### config.mk
export PLATFORM = sky130hd
export DESIGN_NAME = ewp_ctrl
export DESIGN_NICKNAME = d
export VERILOG_FILES = /design/src/hdl/ewp_pkg.sv /design/src/hdl/ewp_ctrl.sv
export SDC_FILE = /design/constraint.sdc
export NUM_CORES = 1
export LEC_CHECK = 0
export BUFFER_PORTS_ARGS = -buffer_cell sky130_fd_sc_hd__buf_2
export CORE_MARGIN = 3
export CORE_UTILIZATION = 40
export CTS_CLUSTER_SIZE = 10
export DETAILED_ROUTE_END_ITERATION = 8
export PLACE_DENSITY_LB_ADDON = 0.3
export RECOVER_POWER = 100
export SYNTH_ARGS = -nofsm -noshare
export SYNTH_HDL_FRONTEND = slang
export SYNTH_SLANG_ARGS = --single-unit
### constraint.sdc
create_clock -name clk_sys -period 3 [get_ports clk_sys]
set_clock_uncertainty 0.1 [all_clocks]
set_input_delay 0.3 -clock clk_sys [delete_from_list [all_inputs] [get_ports clk_sys]]
set_output_delay 0.3 -clock clk_sys [all_outputs]
set_load 0.05 [all_outputs]
### src/hdl/ewp_pkg.sv
// Shared constants and types for the EEPROM write-protection controller
package ewp_pkg;

   // Slave-address preambles (upper nibble)
   localparam logic [3:0] EWP_PRE_MEM    = 4'hA;
   localparam logic [3:0] EWP_PRE_PROT   = 4'h6;
   // Select bits 3..1 for the reversible-flag commands
   localparam logic [2:0] EWP_SEL_RSET   = 3'h1;
   localparam logic [2:0] EWP_SEL_RCLR   = 3'h3;
   // First byte address above the software-protected lower half
   localparam logic [7:0] EWP_LOWER_LIM  = 8'h80;
   // Bits per byte before the acknowledge slot
   localparam logic [3:0] EWP_BITS_BYTE  = 4'h8;
   // Byte index within a frame: slave address, byte address, first data byte
   localparam logic [1:0] EWP_IDX_SLAVE  = 2'h0;
   localparam logic [1:0] EWP_IDX_WADDR  = 2'h1;
   localparam logic [1:0] EWP_IDX_DATA   = 2'h2;
   // Internal nonvolatile write cycle
   localparam int         EWP_T_WR_US    = 5000;
   localparam int         EWP_CLK_MHZ    = 200;
   localparam int         EWP_WR_CYCLES  = EWP_T_WR_US * EWP_CLK_MHZ;

   typedef enum logic [2:0] {
      EWP_K_NONE,
      EWP_K_MEM_WR,
      EWP_K_MEM_RD,
      EWP_K_QUERY,
      EWP_K_SET_PERM,
      EWP_K_SET_REV,
      EWP_K_CLR_REV
   } ewp_kind_e;

   typedef struct packed {
      logic scl;
      logic sda;
      logic a2;
      logic a1;
      logic a0;
      logic ovd;
      logic wp;
   } ewp_pins_s;

   typedef struct packed {
      logic permanent_protect_flag;
      logic reversible_protect_flag;
   } ewp_flags_s;

   typedef struct packed {
      logic       valid;
      logic [7:0] addr;
      logic [7:0] data;
   } ewp_mem_byte_s;

   typedef struct packed {
      logic      ack;
      ewp_kind_e kind;
   } ewp_dec_s;

endpackage

### src/hdl/ewp_ctrl.sv
// Two-wire slave front end with software and hardware write protection
// Functional notes
// - Either flag blocks writes to bytes 0-127
// - Permanent flag commands work without overvoltage
// - Reversible commands honoured only with overvoltage present
// - Preamble 0110 selects protection, 1010 memory
// - Permanent: select bits match pins; reversible: fixed
// - Overvoltage on input 0 reads as one
// - Address LSB one queries, zero sets/clears
// - Query answers NACK if flag set, else ACK
// - Write-protect high blocks memory and flag writes
// - Write-protect low has no effect
// - Write-protect sampled on falling edge before data
// - Sampled high: NACK data, no write cycle
// - Reversible set 001 pins 00, clear 011 pins 01
// - Permanent set NACKs all protection commands; reversible set NACKs set
// - STOP after accepted write launches write cycle
// - No address ACK while write cycle runs
`timescale 1ns/10ps
`default_nettype none
module ewp_ctrl #(
   parameter int WR_CYCLES = ewp_pkg::EWP_WR_CYCLES
) (
   input  wire  logic                   clk_sys,
   input  wire  logic                   rstn,
   input  wire  logic                   scl_pin,
   input  wire  logic                   sda_pin_in,
   output logic                         sda_pin_out,
   output logic                         sda_pin_oe_n,
   input  wire  logic                   addr_select_bit0,
   input  wire  logic                   addr_select_bit1,
   input  wire  logic                   addr_select_bit2,
   input  wire  logic                   overvoltage_detect,
   input  wire  logic                   wp_pin,
   input  wire  ewp_pkg::ewp_flags_s    nv_flags_init,
   output ewp_pkg::ewp_flags_s          soft_protect_flags,
   output logic                         write_busy,
   output ewp_pkg::ewp_mem_byte_s       mem_byte,
   output logic                         mem_commit
);
   import ewp_pkg::*;

   localparam int CW = $clog2(WR_CYCLES + 1);

   // The write-cycle counter needs at least one cycle to count down
   if (WR_CYCLES < 1) begin : g_cfg_chk
      $error("WR_CYCLES must be at least one");
   end

   typedef enum logic [1:0] {
      EWP_ST_IDLE,
      EWP_ST_RECV,
      EWP_ST_ACK,
      EWP_ST_IGNORE
   } ewp_state_e;

   ////////////////////////////////////////////////////////////////////////////
   // Pin synchronisers and bus condition detection

   ewp_pins_s     pins_raw;
   ewp_pins_s     pin_m_q;
   ewp_pins_s     pin_s_q;
   logic          scl_d_q;
   logic          sda_d_q;
   logic          scl_rise;
   logic          scl_fall;
   logic          start_cond;
   logic          stop_cond;
   logic          a0_eff;

   assign pins_raw = '{scl: scl_pin, sda: sda_pin_in, a2: addr_select_bit2,
                       a1: addr_select_bit1, a0: addr_select_bit0,
                       ovd: overvoltage_detect, wp: wp_pin};

   // Idle levels at reset so no false START is seen on release
   always_ff @(posedge clk_sys) begin
      if (!rstn) begin
         pin_m_q <= '{scl: 1'b1, sda: 1'b1, default: 1'b0};
         pin_s_q <= '{scl: 1'b1, sda: 1'b1, default: 1'b0};
         scl_d_q <= 1'b1;
         sda_d_q <= 1'b1;
      end else begin
         pin_m_q <= pins_raw;
         pin_s_q <= pin_m_q;
         scl_d_q <= pin_s_q.scl;
         sda_d_q <= pin_s_q.sda;
      end
   end

   assign scl_rise   = pin_s_q.scl & ~scl_d_q;
   assign scl_fall   = ~pin_s_q.scl & scl_d_q;
   assign start_cond = pin_s_q.scl & scl_d_q & sda_d_q & ~pin_s_q.sda;
   assign stop_cond  = pin_s_q.scl & scl_d_q & ~sda_d_q & pin_s_q.sda;
   // Overvoltage counts as a logic one on select input 0
   assign a0_eff     = pin_s_q.a0 | pin_s_q.ovd;

   ////////////////////////////////////////////////////////////////////////////
   // Slave-address decode

   function automatic ewp_dec_s decode_addr(input logic [7:0] b,
                                            input ewp_pins_s p,
                                            input logic a0e,
                                            input ewp_flags_s f,
                                            input logic busy);
      ewp_dec_s r;
      r.ack  = 1'b0;
      r.kind = EWP_K_NONE;
      if (busy) begin
         r.ack = 1'b0;
      end else if (b[7:4] == EWP_PRE_MEM) begin
         if (b[3:1] == {p.a2, p.a1, a0e}) begin
            r.ack  = 1'b1;
            r.kind = b[0] ? EWP_K_MEM_RD : EWP_K_MEM_WR;
         end
      end else if (b[7:4] == EWP_PRE_PROT) begin
         if (!p.ovd) begin
            // Permanent flag: select bits follow the pins as they sit
            if (b[3:1] == {p.a2, p.a1, p.a0}) begin
               r.ack  = !f.permanent_protect_flag;
               r.kind = b[0] ? EWP_K_QUERY : EWP_K_SET_PERM;
            end
         end else if (b[3:1] == EWP_SEL_RSET && !p.a2 && !p.a1) begin
            r.ack  = !f.permanent_protect_flag && !f.reversible_protect_flag;
            r.kind = b[0] ? EWP_K_QUERY : EWP_K_SET_REV;
         end else if (b[3:1] == EWP_SEL_RCLR && !p.a2 && p.a1) begin
            r.ack  = !f.permanent_protect_flag;
            r.kind = b[0] ? EWP_K_QUERY : EWP_K_CLR_REV;
         end
      end
      return r;
   endfunction

   ////////////////////////////////////////////////////////////////////////////
   // Serial state machine

   ewp_state_e    state_q;
   logic [3:0]    bit_cnt_q;
   logic [7:0]    shift_q;
   logic [1:0]    byte_idx_q;
   ewp_kind_e     kind_q;
   logic          acked_q;
   logic          wp_smp_q;
   logic          reject_q;
   logic          data_seen_q;
   logic [7:0]    waddr_q;
   logic          sda_oe_n_q;
   ewp_mem_byte_s mem_byte_q;
   ewp_flags_s    flags_q;
   logic          busy_q;
   logic          data_ok;
   ewp_dec_s      dec;

   assign dec = decode_addr(shift_q, pin_s_q, a0_eff, flags_q, busy_q);

   // Data byte acceptance; protection checks use the sampled write-protect
   always_comb begin
      data_ok = !wp_smp_q;
      if (kind_q == EWP_K_MEM_WR && waddr_q < EWP_LOWER_LIM &&
          (flags_q.permanent_protect_flag || flags_q.reversible_protect_flag)) begin
         data_ok = 1'b0;
      end
   end

   always_ff @(posedge clk_sys) begin
      if (!rstn) begin
         state_q     <= EWP_ST_IDLE;
         bit_cnt_q   <= 4'h0;
         shift_q     <= 8'h00;
         byte_idx_q  <= EWP_IDX_SLAVE;
         kind_q      <= EWP_K_NONE;
         acked_q     <= 1'b0;
         wp_smp_q    <= 1'b0;
         reject_q    <= 1'b0;
         data_seen_q <= 1'b0;
         waddr_q     <= 8'h00;
         sda_oe_n_q  <= 1'b1;
      end else if (start_cond) begin
         state_q     <= EWP_ST_RECV;
         bit_cnt_q   <= 4'h0;
         byte_idx_q  <= EWP_IDX_SLAVE;
         kind_q      <= EWP_K_NONE;
         reject_q    <= 1'b0;
         data_seen_q <= 1'b0;
         sda_oe_n_q  <= 1'b1;
      end else if (stop_cond) begin
         state_q    <= EWP_ST_IDLE;
         sda_oe_n_q <= 1'b1;
      end else begin
         case (state_q)
            EWP_ST_RECV: begin
               if (scl_rise && bit_cnt_q < EWP_BITS_BYTE) begin
                  shift_q   <= {shift_q[6:0], pin_s_q.sda};
                  bit_cnt_q <= bit_cnt_q + 4'h1;
               end else if (scl_fall && bit_cnt_q == EWP_BITS_BYTE) begin
                  state_q <= EWP_ST_ACK;
                  if (byte_idx_q == EWP_IDX_SLAVE) begin
                     kind_q     <= dec.kind;
                     acked_q    <= dec.ack;
                     sda_oe_n_q <= !dec.ack;
                  end else if (byte_idx_q == EWP_IDX_WADDR) begin
                     acked_q    <= 1'b1;
                     sda_oe_n_q <= 1'b0;
                     waddr_q    <= shift_q;
                  end else begin
                     acked_q    <= data_ok;
                     sda_oe_n_q <= !data_ok;
                     if (data_ok) begin
                        data_seen_q <= 1'b1;
                     end else begin
                        reject_q <= 1'b1;
                     end
                  end
               end
            end
            EWP_ST_ACK: begin
               if (scl_fall) begin
                  sda_oe_n_q <= 1'b1;
                  bit_cnt_q  <= 4'h0;
                  // Last falling edge before the first data byte
                  if (byte_idx_q == EWP_IDX_WADDR) begin
                     wp_smp_q <= pin_s_q.wp;
                  end
                  // Steps only after a data byte, so the first byte lands at the sent address
                  if (byte_idx_q == EWP_IDX_DATA) begin
                     waddr_q <= {waddr_q[7:4], waddr_q[3:0] + 4'h1};
                  end
                  // Queries and reads carry no data from this block
                  if (!acked_q || kind_q == EWP_K_QUERY || kind_q == EWP_K_MEM_RD) begin
                     state_q <= EWP_ST_IGNORE;
                  end else begin
                     state_q <= EWP_ST_RECV;
                     if (byte_idx_q != EWP_IDX_DATA) begin
                        byte_idx_q <= byte_idx_q + 2'h1;
                     end
                  end
               end
            end
            EWP_ST_IGNORE: begin
               sda_oe_n_q <= 1'b1;
            end
            default: begin
               state_q    <= EWP_ST_IDLE;
               sda_oe_n_q <= 1'b1;
            end
         endcase
      end
   end

   // Accepted memory bytes go to the core page buffer as they arrive
   always_ff @(posedge clk_sys) begin
      if (!rstn) begin
         mem_byte_q <= '0;
      end else begin
         mem_byte_q.valid <= 1'b0;
         if (!start_cond && !stop_cond && state_q == EWP_ST_RECV && scl_fall &&
             bit_cnt_q == EWP_BITS_BYTE && byte_idx_q == EWP_IDX_DATA &&
             kind_q == EWP_K_MEM_WR && data_ok) begin
            mem_byte_q.valid <= 1'b1;
            mem_byte_q.addr  <= waddr_q;
            mem_byte_q.data  <= shift_q;
         end
      end
   end

   ////////////////////////////////////////////////////////////////////////////
   // Write cycle and nonvolatile flags

   logic [CW-1:0] wr_cnt_q;
   logic          init_done_q;
   logic          commit_q;
   logic          launch;

   // A rejected byte discards the whole request; a bare address never commits
   assign launch = stop_cond && state_q != EWP_ST_IDLE && !reject_q && data_seen_q &&
                   kind_q inside {EWP_K_MEM_WR, EWP_K_SET_PERM, EWP_K_SET_REV,
                                  EWP_K_CLR_REV};

   always_ff @(posedge clk_sys) begin
      if (!rstn) begin
         wr_cnt_q <= '0;
         busy_q   <= 1'b0;
         commit_q <= 1'b0;
      end else begin
         commit_q <= launch && kind_q == EWP_K_MEM_WR;
         if (launch) begin
            busy_q   <= 1'b1;
            wr_cnt_q <= CW'(WR_CYCLES - 1);
         end else if (busy_q) begin
            if (wr_cnt_q == '0) begin
               busy_q <= 1'b0;
            end else begin
               wr_cnt_q <= wr_cnt_q - CW'(1);
            end
         end
      end
   end

   // Stored flag image is reloaded from the core once after reset
   always_ff @(posedge clk_sys) begin
      if (!rstn) begin
         flags_q     <= '0;
         init_done_q <= 1'b0;
      end else if (!init_done_q) begin
         flags_q     <= nv_flags_init;
         init_done_q <= 1'b1;
      end else if (launch) begin
         case (kind_q)
            EWP_K_SET_PERM: flags_q.permanent_protect_flag  <= 1'b1;
            EWP_K_SET_REV:  flags_q.reversible_protect_flag <= 1'b1;
            EWP_K_CLR_REV:  flags_q.reversible_protect_flag <= 1'b0;
            default:        flags_q                         <= flags_q;
         endcase
      end
   end

   assign sda_pin_out        = 1'b0;
   assign sda_pin_oe_n       = sda_oe_n_q;
   assign soft_protect_flags = flags_q;
   assign write_busy         = busy_q;
   assign mem_byte           = mem_byte_q;
   assign mem_commit         = commit_q;

endmodule
`default_nettype wire

# Word-level counts from Yosys, hierarchy flattened
# Index checks and enable logic that the tools add are counted.
[op_classes]
n_addsub = 4
order_cmp = 2
n_eq_ne = 34
mux = 51
n_bitwise = 23
n_reduce_logical = 61
[op_table]
columns = ["op", "n"]
rows = [
  ["20-bit two-way mux", 3],
  ["4-bit two-way mux", 11],
  ["8-bit two-way mux", 4],
  ["1-bit logical AND", 21],
  ["20-bit logical NOT", 1],
  ["5-bit AND reduction", 4],
  ["20-bit by 1-bit subtractor with 20-bit output, second input constant", 1],
  ["2-bit != test, second input constant", 9],
  ["17-bit two-way mux", 1],
  ["1-bit two-way mux", 16],
  ["8-bit one-hot mux with 2 select lines", 1],
  ["4-bit AND reduction", 4],
  ["1-bit NOT", 15],
  ["2-bit two-way mux", 7],
  ["7-bit AND reduction", 2],
  ["3-bit two-way mux", 4],
  ["4-bit != test, second input constant", 3],
  ["1-bit logical NOT", 11],
  ["3-bit by 2-bit equality test with 1-bit output, second input constant", 3],
  ["3-bit equality test, second input constant", 3],
  ["9-bit AND reduction", 1],
  ["4-bit by 1-bit adder with 4-bit output, second input constant", 2],
  ["4-bit equality test, second input constant", 2],
  ["8-bit less-than comparator, second input constant", 1],
  ["24 further kinds", 45],
]
[totals]
register_bits = 90
input_bits = 11
out_inout_bits = 23

# Depth between registers and ports, before layout
[logic_depth]
ltp_word = 14
mapped_depth = 10
mapped_depth_nobuf = 7

# Worst setup path before layout
# OpenSTA, ideal clock, no wires.
[synth_timing]
path_type = "register to register"
start = "register shift_q[1]"
end = "register kind_q[0]"
setup_time_ns = 0.086
arrival_time_ns = 2.050
required_time_ns = 2.814
slack_ns = 0.764
path_stages_with_launch = 7
n_path_buf = 1
synth_period_minus_slack_ns = 2.236
cell_sequence = "dfxtp_1 > buf_6 > or3_1 > a211o_1 > or4b_4 > o311a_1 > a221oi_2"
[synth_via]
elab_chain_cells = 9
word_cells_on_any_way = 16
[synth_lines]
columns = ["item", "line", "text"]
rows = [
  ["from (decl)", "ewp_ctrl.sv:138", "logic [7:0] shift_q;"],
  ["from (signal assigned)", "ewp_ctrl.sv:192", "shift_q <= {shift_q[6:0], pin_s_q.sda};"],
  ["3-bit by 2-bit equality test with 1-bit output", "ewp_ctrl.sv:125", "end else if (b[3:1] == EWP_SEL_RCLR && !p.a2 && p.a1) begin"],
  ["1-bit logical AND (2 in series)", "ewp_ctrl.sv:125", ""],
  ["4-bit two-way mux", "ewp_ctrl.sv:125", ""],
  ["4-bit two-way mux", "ewp_ctrl.sv:122", "end else if (b[3:1] == EWP_SEL_RSET && !p.a2 && !p.a1) begin"],
  ["4-bit two-way mux", "ewp_ctrl.sv:116", "if (!p.ovd) begin"],
  ["4-bit two-way mux", "ewp_ctrl.sv:115", "end else if (b[7:4] == EWP_PRE_PROT) begin"],
  ["4-bit two-way mux (*)", "ewp_ctrl.sv:110", "end else if (b[7:4] == EWP_PRE_MEM) begin"],
  ["3-bit two-way mux (*)", "ewp_ctrl.sv:108", "if (busy) begin"],
  ["to (signal assigned)", "ewp_ctrl.sv:197", "kind_q <= dec.kind;"],
  ["to (decl)", "ewp_ctrl.sv:140", "ewp_kind_e kind_q;"],
]
# Mark *: on every way between the ends. The rest lies on a longest branch, timed or not.
# A chain may end at the register's enable or synchronous reset.

# Worst setup path after layout
[layout_timing]
start = "register wr_cnt_q[15]"
end = "register wr_cnt_q[1]"
[layout_via]
elab_chain_cells = 3
[layout_lines]
columns = ["item", "line", "text"]
rows = [
  ["from (decl)", "ewp_ctrl.sv:268", "logic [CW-1:0] wr_cnt_q;"],
  ["from (signal assigned)", "ewp_ctrl.sv:287", "wr_cnt_q <= CW'(WR_CYCLES - 1);"],
  ["from (signal assigned)", "ewp_ctrl.sv:292", "wr_cnt_q <= wr_cnt_q - CW'(1);"],
  ["20-bit logical NOT", "ewp_ctrl.sv:289", "if (wr_cnt_q == '0) begin"],
  ["2-bit != test (no source line)", "n/a", ""],
  ["2-bit AND reduction (no source line)", "n/a", ""],
]
# No other way between the ends.

==> results by group <==
Clock tree
  • TritonCTS clock tree: done
  • Htree depth: 3
  • Worst-path clk slew: 90 ps
  • Worst skew pair latency: approximately 370 ps
  • CTS resizes: 0
  • Post-CTS Setup Bufs: 0
  • CTS Buf Count: 9
  • CTS Sinks: 90
  • Root buf cell: clkbuf_8
  • Clock Path Buffers: 2

Global route
  • Largest net degree at the start of global routing: 46
  • Initial antenna violation count: 0
  • GRT Util Overall: 16.36%
  • Vias in the first global route: around 3200
  • Grt ovf: 0
  • First-pass GRT wire length: about 15000 um

Worst setup path
  • Worst-path fanout max: 8
  • Worst setup EP type: flop
  • Required time of the critical path: ~3200 ps
  • Critical path class: reg -> reg
  • Worst path depth: 5
  • Reg-to-reg startpoint: wr_cnt_q[15]
  • Type of origin of the critical path: flop
  • Critical path cell sequence: nor4_1, nand4b_1, o21ai_1, mux2_1, a21oi_1
  • Reg-to-reg slack, setup: between 300 and 400 ps
  • CP top delay family: simple AND/OR/NAND/NOR gates
  • Worst path buffer plus inverter count: 0
  • Worst Setup EP: wr_cnt_q[1]
  • Crit-path slowest cell: nor4_1
  • WP data arrival: around 2800 ps
  • CP peak stage delay: 640 ps
  • Worst Setup SP: wr_cnt_q[15]
  • R2R depth: 5
  • Worst R2R End: wr_cnt_q[1]

Hold path
  • WHS Path Cells: 2
  • Hold WC Path Type: in -> reg

Floorplan
  • Standard-cell rows: 36
  • Core ar.: about 9900 sq um
  • Die area: 11490 sq um
  • Initial Utilization: between 40% and 50%
  • Die width: roughly 110 um
  • IO Pins: 34
  • Die height: about 110 um

Layout
  • Layout cells sized above 1: ~6.1%
  • Final instance area: between 4000 and 5000 sq um
  • ANT cells: 0
  • Final core utilization: 46.07%
  • Syn-to-layout area delta: 10.93%
  • Final nets: about 530

Logic synthesis
  • Syn. warnings: 0
  • EDFF count, synth: 0
  • Mean Syn Cell Area: a little under 9 sq um
  • Main synth FF type: dfxtp_1
  • Largest cells by area after synthesis: dfxtp_1, a21oi_1, nand2_1
  • Fraction of registers with async set or reset after synthesis: 0%
  • Yosys top cell by area: dfxtp_1
  • Syn nets: 495
  • Synthesized area: about 4100 sq um
  • Synth unique cells: 67
  • Post-synth top area share: 43.98%
  • Synth Instances: around 470
  • Register area share after synthesis: a little over two fifths
  • Seq cells post-synth: 90

STA
  • Fmax achieved: about 0.38 GHz
  • Final Setup Violations: 0
  • Least-Margin Pin Slew: approximately 870 ps
  • Final min period: 2611 ps
  • Final period utilization: ~87%
  • Unrepaired setup endpoints after global routing: false
  • Slew Viols, Final: 0
  • Final Hold Viols: 0
  • Setup TNS: 0 ps
  • Slew headroom: about two fifths

Place
  • Gpl congestion: around 0.83
  • Post-Place Cell Area: ~4400 sq um
  • Detail Placement HPWL: 6327 um
  • IO buf count: 32

Drt
  • Via density: around 5.3
  • Routed Wire Length: roughly 8900 um
  • Vias: ~3400
  • DR DRC count: 0
  • Post-route ant nets: 0
  • Initial DRT Pass Iterations: 4
  • First DRT Iteration DRCs: ~230
  • Wire length per cell: between 10 and 15 um

Job
  • Max-Cap Viols: 0

Power
  • Total power: between 2 and 2.5 mW
  • Power Density: 480.7 nW/um^2
  • VDD IR-drop max: between 0.2 and 0.25 mV
  • LEAKAGE: 1.595 nW

Status
  • Status: finished clean
routing by layer:
| metal | routed length [um] | vias to the layer above | part of all wire [%] | global-route usage (%) |
|---|---|---|---|---|
| met5 | 0 | - | 0 | 0 |
| met4 | 178 | 0 | 2.0 | 8.493 |
| met3 | 288 | 14 | 3.2 | 2.649 |
| met2 | 3826 | 67 | 43 | 24.13 |
| met1 | 4573 | 1590 | 52 | 22.91 |
| li1 | - | 1718 | - | - |
metrics by stage:
step / hold WS, ps / instances / setup WS, ps
after floorplan: 227.7 / 472 / 763.7
after global placement: 293.3 / 624 / 604.0
after detailed placement: 297.9 / 624 / 425.3
after CTS: 4.395 / 639 / 375.7
after global routing: 18.32 / 639 / 133.9
final: 15.97 / 639 / 389.4
cell usage after synthesis (3+ instances only):
cell type	n
nand3b_1	4
a31oi_1	6
xor2_1	17
a21oi_1	46
o211ai_1	7
nor3b_1	5
nand2b_1	15
nor4_1	4
nand4_1	8
o21ai_1	8
nor2_1	43
or3_1	6
mux2i_1	12
and3_1	4
nand3_1	12
nand4b_1	4
or4_1	3
dfxtp_1	90
nand2_1	50
nor3_1	7
xnor2_1	4
inv_1	16
clkbuf_1	15
and2_1	13
ha_1	12
nor2b_1	3
o21ai_0	8
or3b_1	4
timing repair:
item / 4_1_cts / 5_1_grt
endpoints found under the hold margin: 1 / 0
setup endpoints to repair: 0 / 0
hold buffers: 1 / 0
worst min-delay path by stage:
stage | slack (ps) | start | to
floorplan | 230 | rstn | init_done_q
global placement | 290 | pin_m_q[6] | pin_s_q[6]
global route | 20 | sda_pin_in | pin_m_q[5]
CTS | 4 | sda_pin_in | pin_m_q[5]
finish | 20 | sda_pin_in | pin_m_q[5]
detailed placement | 300 | pin_m_q[6] | pin_s_q[6]
cell type report:
| cell class | count | area, sq um |
|---|---|---|
| Timing Repair Buffer | 40 | 175.2 |
| Multi-Input combinational cell | 343 | 2125 |
| Sequential cell | 90 | 1802 |
| Inverter | 19 | 71.32 |
| Tap cell | 133 | 166.4 |
| Clock inverter | 4 | 77.57 |
| Fill cell | 1006 | 5320 |
| Clock buffer | 10 | 127.6 |
power by group:
part	switching, mW	internal [mW]
clock network	0.425	0.465
logic	0.0501	0.0257
registers	0.0119	1.21
total	0.487	1.70
flip-flops by register name (all words and copies together), names as in the netlist, 2 cells and up:
signal              flops
shift_q                 8
soft_protect_flags      2
mem_byte               17
pin_m_q                 7
bit_cnt_q               4
state_q                 2
wr_cnt_q               20
byte_idx_q              2
kind_q                  3
pin_s_q                 7
waddr_q                 8
layout by cell type, fill, tap and decap left out, types with 5 or more instances in the layout:
cell	Yosys	routed
dfxtp_1	90	90
nand2_1	50	50
a21oi_1	46	46
nor2_1	43	43
clkbuf_1	15	29
xor2_1	17	17
inv_1	16	16
nand2b_1	15	15
nand3_1	12	12
mux2i_1	12	12
ha_1	12	12
o21ai_0	8	9
clkbuf_8	0	9
buf_2	2	9
nand4_1	8	8
nor3_1	7	7
o211ai_1	7	7
o21ai_1	8	7
and2_0	0	7
or3_1	6	6
a31oi_1	6	6
and2_1	13	6
nor4_1	4	5
nor3b_1	5	5
logic make-up (layout without fill, tap and decap cells):
family	after synthesis	count (layout)	share of synthesized area [%]
muxes	14	14	3.482
DFF	90	90	43.98
AOI/OAI and AO/OA	98	98	14.66
buffers and inverters	39	73	3.910
other	1	1	0.09154
xor gates and xnor gates	21	21	4.490
adders and majority gates	12	12	3.665
and+or+nand+nor	197	197	25.72
Note: power is estimated with default switching activity, not from simulation.
